<file path="src/opsm_pkg.sv">
package opsm_pkg;
    // register indices; byte address is four times the index
    localparam logic [7:0] IDX_P1_DIR = 8'h00;
    localparam logic [7:0] IDX_P2_DIR = 8'h01;
    localparam logic [7:0] IDX_P1_DATA = 8'h02;
    localparam logic [7:0] IDX_P2_DATA = 8'h03;
    localparam logic [7:0] IDX_P3_DIR = 8'h04;
    localparam logic [7:0] IDX_P4_DIR = 8'h05;
    localparam logic [7:0] IDX_P3_DATA = 8'h06;
    localparam logic [7:0] IDX_P4_DATA = 8'h07;
    localparam logic [7:0] IDX_P3_CSR = 8'h0f;
    localparam logic [7:0] IDX_RAM_CTL = 8'h14;
    // field positions
    localparam int MODE_LSB = 5;
    localparam int RAM_STANDBY_REQUEST_N_BIT = 7;
    localparam int RAM_ENABLE_BIT = 6;
    localparam int CSR_IS3_BIT = 7;
    // mode codes
    localparam logic [2:0] MODE_SINGLE = 3'h7;
    localparam logic [2:0] MODE_MUX_PART = 3'h6;
    localparam logic [2:0] MODE_NMUX_PART = 3'h5;
    localparam logic [2:0] MODE_UNUSED = 3'h4;
    localparam logic [2:0] MODE_MUX_A = 3'h0;
    localparam logic [2:0] MODE_NMUX_FULL = 3'h1;
    localparam logic [2:0] MODE_MUX_B = 3'h2;
    localparam logic [2:0] MODE_RESET = 3'h7;
    // reset values; port data value is arbitrary, software must not rely on it
    localparam logic [7:0] RAM_CTL_RESET = 8'h40;
    localparam logic [7:0] PORT_DATA_RESET = 8'h00;
    // internal ram window
    localparam logic [15:0] RAM_BASE = 16'h0080;
    localparam logic [15:0] RAM_TOP = 16'h00ff;
    // timing: output strobe width, one bus cycle
    localparam int CLK_NS = 5;
    localparam int STROBE_NS = 20;
    localparam logic [2:0] STROBE_CYCLES = 3'((STROBE_NS + CLK_NS - 1) / CLK_NS);

    typedef enum logic {BUS_IDLE = 1'b0, BUS_RUN = 1'b1} opsm_bus_t;

    typedef struct packed {
        logic nmiN;
        logic stbyN;
        logic resN;
        logic sc1;
        logic [7:0] p1;
        logic [4:0] p2;
        logic [7:0] p3;
        logic [7:0] p4;
    } opsm_pins_t;

    typedef struct packed {
        logic eClk;
        logic sc1Out;
        logic sc1Oe;
        logic sc2Out;
        logic sc2Oe;
        logic [7:0] p1Out;
        logic [7:0] p1Oe;
        logic [4:0] p2Out;
        logic [4:0] p2Oe;
        logic [7:0] p3Out;
        logic [7:0] p3Oe;
        logic [7:0] p4Out;
        logic [7:0] p4Oe;
    } opsm_pad_t;

    typedef struct packed {
        logic req;
        logic write;
        logic [15:0] addr;
        logic [7:0] wdata;
    } opsm_req_t;

    typedef struct packed {
        logic ack;
        logic ramSelect;
        logic [7:0] rdata;
    } opsm_ans_t;

    typedef struct packed {
        logic cmpEn;
        logic cmpLvl;
        logic sclkEn;
        logic sclkLvl;
        logic txEn;
        logic txLvl;
    } opsm_perout_t;

    typedef struct packed {
        logic capture;
        logic sclk;
        logic rx;
    } opsm_perin_t;
endpackage : opsm_pkg

</file>
<file path="src/opsm_port_setup.sv">
// The implementer's own choice: the AHB-Lite interface to the registers.
`timescale 1ns/1ps
`default_nettype none
// Summary of operation
// - latch strap pins into mode at reset release
// - mode bits read-only at bits seven to five
// - codes 7, 6, 5 select modes; 4 unused
// - single chip, multiplexed, non-multiplexed bus styles
// - modes 0,2,6: address strobe, port three muxed
// - mode 5: io select strobe, port four address
// - mode 7: port three strobes, port four io
// - port two pins carry timer and serial
// - bus clock is clock divided by four
// - nmi recognised on falling edge only
// - port data undefined after reset
// - standby sampled at E rise, reset at fall
// - standby ignores instruction boundaries
// - ram disabled sends accesses to external bus in expanded modes
// - port data reads return pin states
module opsm_port_setup
    import opsm_pkg::*;
(
    input wire logic clk,
    input wire logic rst,
    input wire logic hsel,
    input wire logic [31:0] haddr,
    input wire logic [1:0] htrans,
    input wire logic hwrite,
    input wire logic [31:0] hwdata,
    input wire logic hready,
    output logic hreadyout,
    output logic [31:0] hrdata,
    output logic hresp,
    input wire opsm_pins_t padIn,
    output opsm_pad_t padOut,
    input wire opsm_req_t coreReq,
    output opsm_ans_t coreAns,
    input wire opsm_perout_t perOut,
    output opsm_perin_t perIn,
    output logic nmiFall
);
    typedef struct packed {
        opsm_pins_t sync1;
        opsm_pins_t sync2;
        logic resPrev;
        logic nmiPrev;
        logic sc1Prev;
        logic [1:0] ePhase;
        logic [2:0] mode;
        logic stbyArm;
        logic standby;
        logic [7:0] p1Dir;
        logic [7:0] p1Data;
        logic [4:0] p2Dir;
        logic [4:0] p2Data;
        logic [7:0] p3Dir;
        logic [7:0] p3Data;
        logic [7:0] p4Dir;
        logic [7:0] p4Data;
        logic [7:0] ramCtl;
        logic is3Flag;
        logic [2:0] strobeCnt;
        opsm_bus_t bus;
        logic busWrite;
        logic [15:0] busAddr;
        logic [7:0] busData;
        logic ahbPend;
        logic ahbWrite;
        logic ahbOk;
        logic [7:0] ahbIdx;
        logic hreadyout;
        logic [31:0] hrdata;
        opsm_ans_t ans;
        opsm_pad_t pad;
        opsm_perin_t perIn;
        logic nmiFall;
    } opsm_state_t;

    opsm_state_t s;
    opsm_state_t next_s;

    // register index decode, used by both the read and the write path
    function automatic logic regKnown(input logic [7:0] idx);
        regKnown = (idx <= IDX_P4_DATA) || (idx == IDX_P3_CSR) || (idx == IDX_RAM_CTL);
    endfunction : regKnown

    // modes that run the multiplexed address/data bus
    function automatic logic isMux(input logic [2:0] m);
        isMux = (m == MODE_MUX_A) || (m == MODE_MUX_B) || (m == MODE_MUX_PART);
    endfunction : isMux

    // modes that run the non-multiplexed bus
    function automatic logic isNmux(input logic [2:0] m);
        isNmux = (m == MODE_NMUX_PART) || (m == MODE_NMUX_FULL);
    endfunction : isNmux

    // next-state logic
    always_comb begin
        logic ramHit;
        logic expanded;
        logic run;
        logic [7:0] rd;
        logic [1:0] ph;
        logic strobeIn;
        ramHit = 1'b0;
        expanded = 1'b0;
        run = 1'b0;
        rd = 8'h00;
        ph = 2'h0;
        strobeIn = s.mode == MODE_SINGLE && s.sc1Prev && ~s.sync2.sc1;
        next_s = s;

        // two-stage synchronisers; only stage two is looked at
        next_s.sync1 = padIn;
        next_s.sync2 = s.sync1;
        next_s.resPrev = s.sync2.resN;
        next_s.nmiPrev = s.sync2.nmiN;
        next_s.sc1Prev = s.sync2.sc1;
        next_s.nmiFall = s.nmiPrev & ~s.sync2.nmiN;
        next_s.perIn.capture = s.sync2.p2[0];
        next_s.perIn.sclk = s.sync2.p2[2];
        next_s.perIn.rx = s.sync2.p2[3];

        // bus cycle clock: four clk periods per cycle
        next_s.ePhase = s.ePhase + 2'h1;

        // strap capture on release of the reset pin; software has no path here
        if (~s.resPrev & s.sync2.resN) begin
            next_s.mode = s.sync2.p2[2:0];
        end

        // standby: sampled at E rise, takes effect at the next E fall
        if (s.ePhase == 2'h1) begin
            next_s.stbyArm = ~s.sync2.stbyN;
        end

        // input strobe in single chip; set wins over the clearing read
        if (strobeIn) begin
            next_s.is3Flag = 1'b1;
        end
        if (s.strobeCnt != 3'h0) begin
            next_s.strobeCnt = s.strobeCnt - 3'h1;
        end

        // register bus, address phase
        next_s.hreadyout = 1'b1;
        next_s.ahbPend = 1'b0;
        if (hsel && htrans[1] && hready) begin
            next_s.ahbPend = 1'b1;
            next_s.ahbWrite = hwrite;
            next_s.ahbIdx = haddr[9:2];
            next_s.ahbOk = (haddr[31:10] == 22'h000000) && regKnown(haddr[9:2]);
            next_s.hreadyout = 1'b0;
        end

        // register bus, data phase: reads show pins, not latches
        if (s.ahbPend) begin
            unique case (s.ahbIdx)
                IDX_P1_DATA: rd = s.sync2.p1;
                IDX_P2_DATA: rd = {s.mode, s.sync2.p2};
                IDX_P3_DATA: rd = s.sync2.p3;
                IDX_P4_DATA: rd = s.sync2.p4;
                IDX_P3_CSR: rd = {s.is3Flag, 7'h00};
                IDX_RAM_CTL: rd = {s.ramCtl[7:6], 6'h00};
                default: rd = 8'h00; // direction registers are write-only
            endcase
            if (~s.ahbOk) begin
                rd = 8'h00;
            end
            next_s.hrdata = {24'h000000, rd};
            if (~s.ahbWrite && s.ahbOk && s.ahbIdx == IDX_P3_DATA) begin
                next_s.is3Flag = strobeIn; // a strobe in the same cycle keeps the flag set
            end
            if (s.ahbWrite && s.ahbOk) begin
                unique case (s.ahbIdx)
                    IDX_P1_DIR: next_s.p1Dir = hwdata[7:0];
                    IDX_P2_DIR: next_s.p2Dir = hwdata[4:0];
                    IDX_P1_DATA: next_s.p1Data = hwdata[7:0];
                    IDX_P2_DATA: next_s.p2Data = hwdata[4:0];
                    IDX_P3_DIR: next_s.p3Dir = hwdata[7:0];
                    IDX_P4_DIR: next_s.p4Dir = hwdata[7:0];
                    IDX_P3_DATA: begin
                        next_s.p3Data = hwdata[7:0];
                        if (s.mode == MODE_SINGLE) begin
                            next_s.strobeCnt = STROBE_CYCLES;
                        end
                    end
                    IDX_P4_DATA: next_s.p4Data = hwdata[7:0];
                    IDX_RAM_CTL: next_s.ramCtl = {hwdata[7:6], 6'h00};
                    default: next_s.ramCtl = s.ramCtl;
                endcase
            end
        end

        // core access steering; disabled ram goes out on the bus in expanded modes, single chip answers at once with zero
        ramHit = s.ramCtl[RAM_ENABLE_BIT] && coreReq.addr >= RAM_BASE
            && coreReq.addr <= RAM_TOP;
        expanded = isMux(s.mode) || isNmux(s.mode);
        next_s.ans.ack = 1'b0;
        next_s.ans.ramSelect = 1'b0;
        if (coreReq.req && ~s.ans.ack && s.bus == BUS_IDLE && ~s.standby) begin
            if (ramHit) begin
                next_s.ans.ack = 1'b1;
                next_s.ans.ramSelect = 1'b1;
                next_s.ans.rdata = 8'h00;
            end else if (~expanded) begin
                // no bus in this mode: answer at once with zero
                next_s.ans.ack = 1'b1;
                next_s.ans.rdata = 8'h00;
            end else if (s.ePhase == 2'h3) begin
                next_s.bus = BUS_RUN;
                next_s.busWrite = coreReq.write;
                next_s.busAddr = coreReq.addr;
                next_s.busData = coreReq.wdata;
            end
        end

        // external cycle ends with E; read data from synchronised port three
        unique case (s.bus)
            BUS_RUN: begin
                if (s.ePhase == 2'h3) begin
                    next_s.bus = BUS_IDLE;
                    next_s.ans.ack = 1'b1;
                    next_s.ans.rdata = s.busWrite ? 8'h00 : s.sync2.p3;
                end
            end
            BUS_IDLE: begin
                next_s.bus = next_s.bus;
            end
        endcase

        // internal reset from pin low or standby entry; standby leaves only by reset
        if (~s.sync2.resN) begin
            next_s.standby = 1'b0;
            next_s.ramCtl = RAM_CTL_RESET;
        end
        if (~s.sync2.resN || (s.ePhase == 2'h3 && s.stbyArm)) begin
            if (s.sync2.resN) begin
                next_s.standby = 1'b1;
            end
            next_s.stbyArm = 1'b0;
            next_s.p1Dir = 8'h00;
            next_s.p2Dir = 5'h00;
            next_s.p3Dir = 8'h00;
            next_s.p4Dir = 8'h00;
            // data latches keep no defined value; dir cleared in the same cycle so nothing drives
            next_s.p1Data = PORT_DATA_RESET;
            next_s.p2Data = PORT_DATA_RESET[4:0];
            next_s.p3Data = PORT_DATA_RESET;
            next_s.p4Data = PORT_DATA_RESET;
            next_s.is3Flag = 1'b0;
            next_s.strobeCnt = 3'h0;
            next_s.bus = BUS_IDLE;
        end

        // pad drive, from the values that the registers are about to take
        ph = next_s.ePhase;
        run = next_s.bus == BUS_RUN;
        next_s.pad.eClk = ph[1] & ~next_s.standby;
        next_s.pad.p1Out = next_s.p1Data;
        next_s.pad.p1Oe = next_s.p1Dir;
        // port two: peripheral functions override the latch where enabled
        next_s.pad.p2Out = next_s.p2Data;
        next_s.pad.p2Oe = next_s.p2Dir;
        if (perOut.cmpEn) begin
            next_s.pad.p2Out[1] = perOut.cmpLvl;
            next_s.pad.p2Oe[1] = 1'b1;
        end
        if (perOut.sclkEn) begin
            next_s.pad.p2Out[2] = perOut.sclkLvl;
            next_s.pad.p2Oe[2] = 1'b1;
        end
        if (perOut.txEn) begin
            next_s.pad.p2Out[4] = perOut.txLvl;
            next_s.pad.p2Oe[4] = 1'b1;
        end
        next_s.pad.p3Out = next_s.p3Data;
        next_s.pad.p3Oe = 8'h00;
        next_s.pad.p4Out = next_s.p4Data;
        next_s.pad.p4Oe = 8'h00;
        next_s.pad.sc1Out = 1'b0;
        next_s.pad.sc1Oe = 1'b0;
        next_s.pad.sc2Out = 1'b1;
        next_s.pad.sc2Oe = 1'b0;
        if (next_s.mode == MODE_SINGLE) begin
            // single chip: sc1 is the input strobe, sc2 the output strobe
            next_s.pad.p3Oe = next_s.p3Dir;
            next_s.pad.p4Oe = next_s.p4Dir;
            next_s.pad.sc2Out = next_s.strobeCnt == 3'h0;
            next_s.pad.sc2Oe = 1'b1;
        end else if (isMux(next_s.mode)) begin
            // low address only while the strobe is up on reads, through phase one on writes; released early so the
            // two-stage pin sync holds peripheral data, not our address, at the end
            next_s.pad.sc1Out = run && ph == 2'h0;
            next_s.pad.sc1Oe = 1'b1;
            next_s.pad.p3Out = ph[1] ? next_s.busData : next_s.busAddr[7:0];
            next_s.pad.p3Oe = {8{run && (ph == 2'h0 || next_s.busWrite)}};
            next_s.pad.p4Out = next_s.busAddr[15:8];
            next_s.pad.p4Oe = next_s.p4Dir;
        end else if (isNmux(next_s.mode)) begin
            // io select is active low for the whole external cycle
            next_s.pad.sc1Out = ~run;
            next_s.pad.sc1Oe = 1'b1;
            next_s.pad.p3Out = next_s.busData;
            next_s.pad.p3Oe = {8{run && next_s.busWrite}};
            next_s.pad.p4Out = next_s.busAddr[7:0];
            next_s.pad.p4Oe = next_s.p4Dir;
        end else begin
            next_s.pad.p1Oe = 8'h00;
            next_s.pad.p2Oe = 5'h00;
        end
        if (isMux(next_s.mode) || isNmux(next_s.mode)) begin
            next_s.pad.sc2Out = ~(run && next_s.busWrite);
            next_s.pad.sc2Oe = 1'b1;
        end
        // during standby every pin except eClk floats; eClk is held low
        if (next_s.standby) begin
            next_s.pad.p1Oe = 8'h00;
            next_s.pad.p2Oe = 5'h00;
            next_s.pad.p3Oe = 8'h00;
            next_s.pad.p4Oe = 8'h00;
            next_s.pad.sc1Oe = 1'b0;
            next_s.pad.sc2Oe = 1'b0;
        end
    end

    // state register; async reset loads constants only
    always_ff @(posedge clk or posedge rst) begin
        if (rst) begin
            s <= '0;
            s.sync1 <= '1;
            s.sync2 <= '1;
            s.resPrev <= 1'b1;
            s.nmiPrev <= 1'b1;
            s.sc1Prev <= 1'b1;
            s.mode <= MODE_RESET;
            s.ramCtl <= RAM_CTL_RESET;
            s.p1Data <= PORT_DATA_RESET;
            s.p2Data <= PORT_DATA_RESET[4:0];
            s.p3Data <= PORT_DATA_RESET;
            s.p4Data <= PORT_DATA_RESET;
            s.bus <= BUS_IDLE;
            s.hreadyout <= 1'b1;
            s.pad.sc2Out <= 1'b1;
        end else begin
            s <= next_s;
        end
    end

    // outputs straight from the state register, all but hresp, which is tied low
    assign hreadyout = s.hreadyout;
    assign hrdata = s.hrdata;
    assign hresp = 1'b0;
    assign padOut = s.pad;
    assign coreAns = s.ans;
    assign perIn = s.perIn;
    assign nmiFall = s.nmiFall;
endmodule : opsm_port_setup
`default_nettype wire

</file>
<file path="config.mk">
export PLATFORM = sky130hd
export DESIGN_NAME = opsm_port_setup
export DESIGN_NICKNAME = d
export VERILOG_FILES = /design/src/opsm_pkg.sv /design/src/opsm_port_setup.sv
export SDC_FILE = /design/constraint.sdc
export NUM_CORES = 1
export LEC_CHECK = 0
export BUFFER_PORTS_ARGS = -buffer_cell sky130_fd_sc_hd__buf_2
export CORE_ASPECT_RATIO = 1.2
export CORE_MARGIN = 4
export CORE_UTILIZATION = 40
export CTS_BUF_LIST = sky130_fd_sc_hd__clkbuf_4
export DETAILED_ROUTE_END_ITERATION = 8
export PLACE_DENSITY_LB_ADDON = 0.05
export REMOVE_ABC_BUFFERS = 1
export SLEW_MARGIN = 15
export SYNTH_ARGS = -nofsm -noshare
export SYNTH_HDL_FRONTEND = slang
export SYNTH_SLANG_ARGS = --single-unit
</file>
<file path="constraint.sdc">
create_clock -name clk -period 10.9 [get_ports clk]
set_input_delay 2.18 -clock clk [delete_from_list [all_inputs] [get_ports clk]]
set_output_delay 2.18 -clock clk [all_outputs]
set_load 0.03 [all_outputs]
</file>
==> flow_summary.ini <==
[route]
drt_first_iter_violations = 271
drt_first_pass_iters = 6
drt-total-wl_um = 23700
post_drt_via_cell_ratio = 4.79
antenna_violating_nets_post_route = 0
total_number_of_vias = 6596
drt-wirelength-per-cell_um = 17.2
route.detailed.drc = 0

[setup_path]
regToRegStartpoint = next_s[226]$_DFF_PP1_
endpoint_kind = flop
cp.arrival_ps = 4220
beginning_of_the_critical_path = coreReq[25]
crit_path_start_kind = input pin
r2r-end = padOut[46]$_DFF_PP0_
ff2ff_path_depth = 5
worstPathRequired_ps = 11360
path_max_fanout = 33
flop2flop_setup_slack_ps = 7900
critPathCapture = padOut[26]$_DFF_PP0_
crit_type = input pin to flop

[sta]
max_freq_ghz = 0.266
finalHoldViolations = 0
least_margin_pin_slew_ps = 1120
unrepaired_setup_endpoints_after_global_routing = no
timing_max_transition_violations_final = 0
max-slew-margin-rel = 0.254
final_min_period_over_clock_period = 0.345
fin_crit_ps = 3760
finClkSkew_ps = 59.3
timing.setup.tns_ps = 0
final_setup_violation_count = 0

[placement]
port_buffers = 194
finalWeightedCongestion = 0.753
hpwlAfterDp_um = 15900

[global_route]
number_of_global_route_vias_before_repair = 6865
grt.overflow.total = 0
track_usage = 0.164
number_of_antenna_violations_at_the_first_check_in_global_routing = 1
grt_pass1_wl_um = 37100
grt_max_degree = 118

[floorplanning]
rows = 64
boundaryPins = 247
floorplan.die.width_um = 156
start_util = 0.409
core_um2 = 25700
dieArea_um2 = 28900
die_height_um = 186

[final_layout]
postLayoutCoreUtil = 0.463
multiInputGateArea_um2 = 3040
layout.cells.most_common_list = 194 x sky130_fd_sc_hd__buf_2, 178 x sky130_fd_sc_hd__dfrtp_1, 107 x sky130_fd_sc_hd__clkbuf_4
regArea_um2 = 6420
flow.area_growth_from_synthesis_pct = 13.4
layout.cells.most_common = sky130_fd_sc_hd__buf_2
fillerInstances = 2456
design.final.nets = 1140
final_layout_size_suffix_gt1_frac = 0.401

[yosys]
ys_ff_latch = 253
yosys-mux-area-fraction = 0.0808
main_combinational_cell_family_by_area_after_synthesis = buffers and inverters
synth-compound-area-share = 0.0890
post_synth_xor_area_fraction = 0.000834
synthAdderAreaFrac = 0.00477
yosys_warnings = 0
asyncSetResetFlopFracSynth = 1.00
synthesis.area_per_instance_um2 = 12.4
synth_sequential_area_ratio = 0.612
synth_top_flop_cell = sky130_fd_sc_hd__dfrtp_1
mappedNetlistArea_um2 = 10500
synth_simple_gate_area_share = 0.104
ys_types = 63
number_of_flops_mapped_to_enable_cells_by_yosys = 0
synthCells = 846

[cts]
clk_pin_slew_worst_paths_ps = 60
worstSkewPairLatency_ps = 660
cts_htree_levels = 3
numCtsBuffers = 69
cts_root_buffer = sky130_fd_sc_hd__clkbuf_4
cts_tree = done
postCtsSetupRepairBufs = 0
tritoncts_num_sinks = 253
cts_buffer_depth = 3
cts-hold-fix-buffers = 0
post_cts_resize_count = 0

[outcome]
run_status = completed

[pwr]
p_per_area_nw_per_um2 = 183
totalPowerFinal_uw = 2180
p_leak_uw = 0.00627
irDropWorstVdd_uv = 80.2

[worst_hold_path]
hp-class = flop to flop

[flow_run]
cap_violations = 0
==> metal layers <==
layer,up-vias,GRT usage,part of all wire
li1,3146,-,-
met1,3203,0.203,0.41
met2,208,0.271,0.50
met3,39,0.0465,0.063
met4,0,0.0623,0.019
met5,-,0,0
==> worst min-delay path by stage <==
stage | start | endpoint | slack (ps) | cells after the start
final | next_s[229]$_DFF_PP1_ | s[229]$_DFF_PP1_ | 350 | 0
after global routing | next_s[251]$_DFF_PP1_ | s[251]$_DFF_PP1_ | 350 | 0
after CTS | next_s[233]$_DFF_PP1_ | s[233]$_DFF_PP1_ | 350 | 0
after detailed placement | next_s[246]$_DFF_PP1_ | next_s[1]$_DFF_PP1_ | 350 | 0
after global placement | next_s[256]$_DFF_PP1_ | next_s[224]$_DFF_PP1_ | 350 | 0
after floorplan | next_s[246]$_DFF_PP1_ | next_s[1]$_DFF_PP1_ | 350 | 0
==> worst max-delay path: stages <==
cell and delay (ps):
sky130_fd_sc_hd__buf_2 100, sky130_fd_sc_hd__nor4b_2 250, sky130_fd_sc_hd__and4b_1 830, sky130_fd_sc_hd__nand2_8 310, sky130_fd_sc_hd__mux2i_1 410, sky130_fd_sc_hd__a222oi_1 130
==> cells in the mapped netlist, types with 4 or more instances <==
master / number / area share
sky130_fd_sc_hd__inv_1: 34 / 0.012
sky130_fd_sc_hd__o21a_1: 4 / 0.0029
sky130_fd_sc_hd__nand2_1: 36 / 0.013
sky130_fd_sc_hd__buf_2: 12 / 0.0057
sky130_fd_sc_hd__dfstp_2: 75 / 0.19
sky130_fd_sc_hd__a21oi_1: 17 / 0.0081
sky130_fd_sc_hd__nor2_1: 77 / 0.028
sky130_fd_sc_hd__ha_1: 4 / 0.0048
sky130_fd_sc_hd__nor2b_1: 6 / 0.0036
sky130_fd_sc_hd__o2bb2ai_1: 4 / 0.0033
sky130_fd_sc_hd__a211oi_1: 11 / 0.0079
sky130_fd_sc_hd__nor3_1: 4 / 0.0019
sky130_fd_sc_hd__a22oi_1: 9 / 0.0064
sky130_fd_sc_hd__a222oi_1: 8 / 0.0076
sky130_fd_sc_hd__o31ai_1: 4 / 0.0029
sky130_fd_sc_hd__nor4_1: 5 / 0.0030
sky130_fd_sc_hd__and2_1: 24 / 0.014
sky130_fd_sc_hd__clkbuf_1: 11 / 0.0039
sky130_fd_sc_hd__dfrtp_1: 178 / 0.42
sky130_fd_sc_hd__a22o_1: 19 / 0.016
sky130_fd_sc_hd__a221oi_1: 11 / 0.0092
sky130_fd_sc_hd__nand3_1: 13 / 0.0062
sky130_fd_sc_hd__buf_4: 113 / 0.081
sky130_fd_sc_hd__nand2b_1: 5 / 0.0030
sky130_fd_sc_hd__mux2i_1: 69 / 0.066
sky130_fd_sc_hd__o21ai_0: 15 / 0.0071
sky130_fd_sc_hd__a31oi_1: 8 / 0.0048
sky130_fd_sc_hd__mux2_2: 13 / 0.014
==> cell type report <==
cell class,instances,share of cell area
Tap cell,330,0.0347
Inverter,34,0.0113
Timing Repair Buffer,201,0.0859
Clock inverter,11,0.00641
Sequential cell,253,0.539
Multi-Input combinational cell,441,0.255
Antenna cell,1,0.000210
Clock buffer,107,0.0674
==> power breakdown <==
part | leakage [uW] | switching [uW] | total, uW | internal [uW]
clock | 0.000534 | 378 | 846 | 468
sequential | 0.00315 | 39.6 | 1070 | 1030
combinational | 0.00259 | 181 | 269 | 87.6
==> state kept, by name, summed over array words and instances (netlist names) <==
signal and cells:
padOut 63, s 128, perIn 3, nmiFall 1, coreAns 10, hreadyout 1, hrdata 8, next_s 39
==> kinds of logic (layout without fill, tap and decap cells) <==
group	after synthesis	in the layout
flops	253	253
other cells	1	26
mux	83	83
simple gates	202	202
xor+xnor	1	1
buf+inv	176	353
fa+ha+maj	4	4
compound gates	126	126
==> through the flow <==
step	hold WS [ps]	cell area, um^2	std cells	setup WS (ps)
floorplan	345	9580	728	1890
CTS	346	11900	1377	7220
global placement	345	11000	1259	6510
global route	351	11900	1378	7060
finish	347	11900	1378	7140
detailed placement	347	11000	1259	6500
No activity file was read; power rests on OpenSTA's default activity.
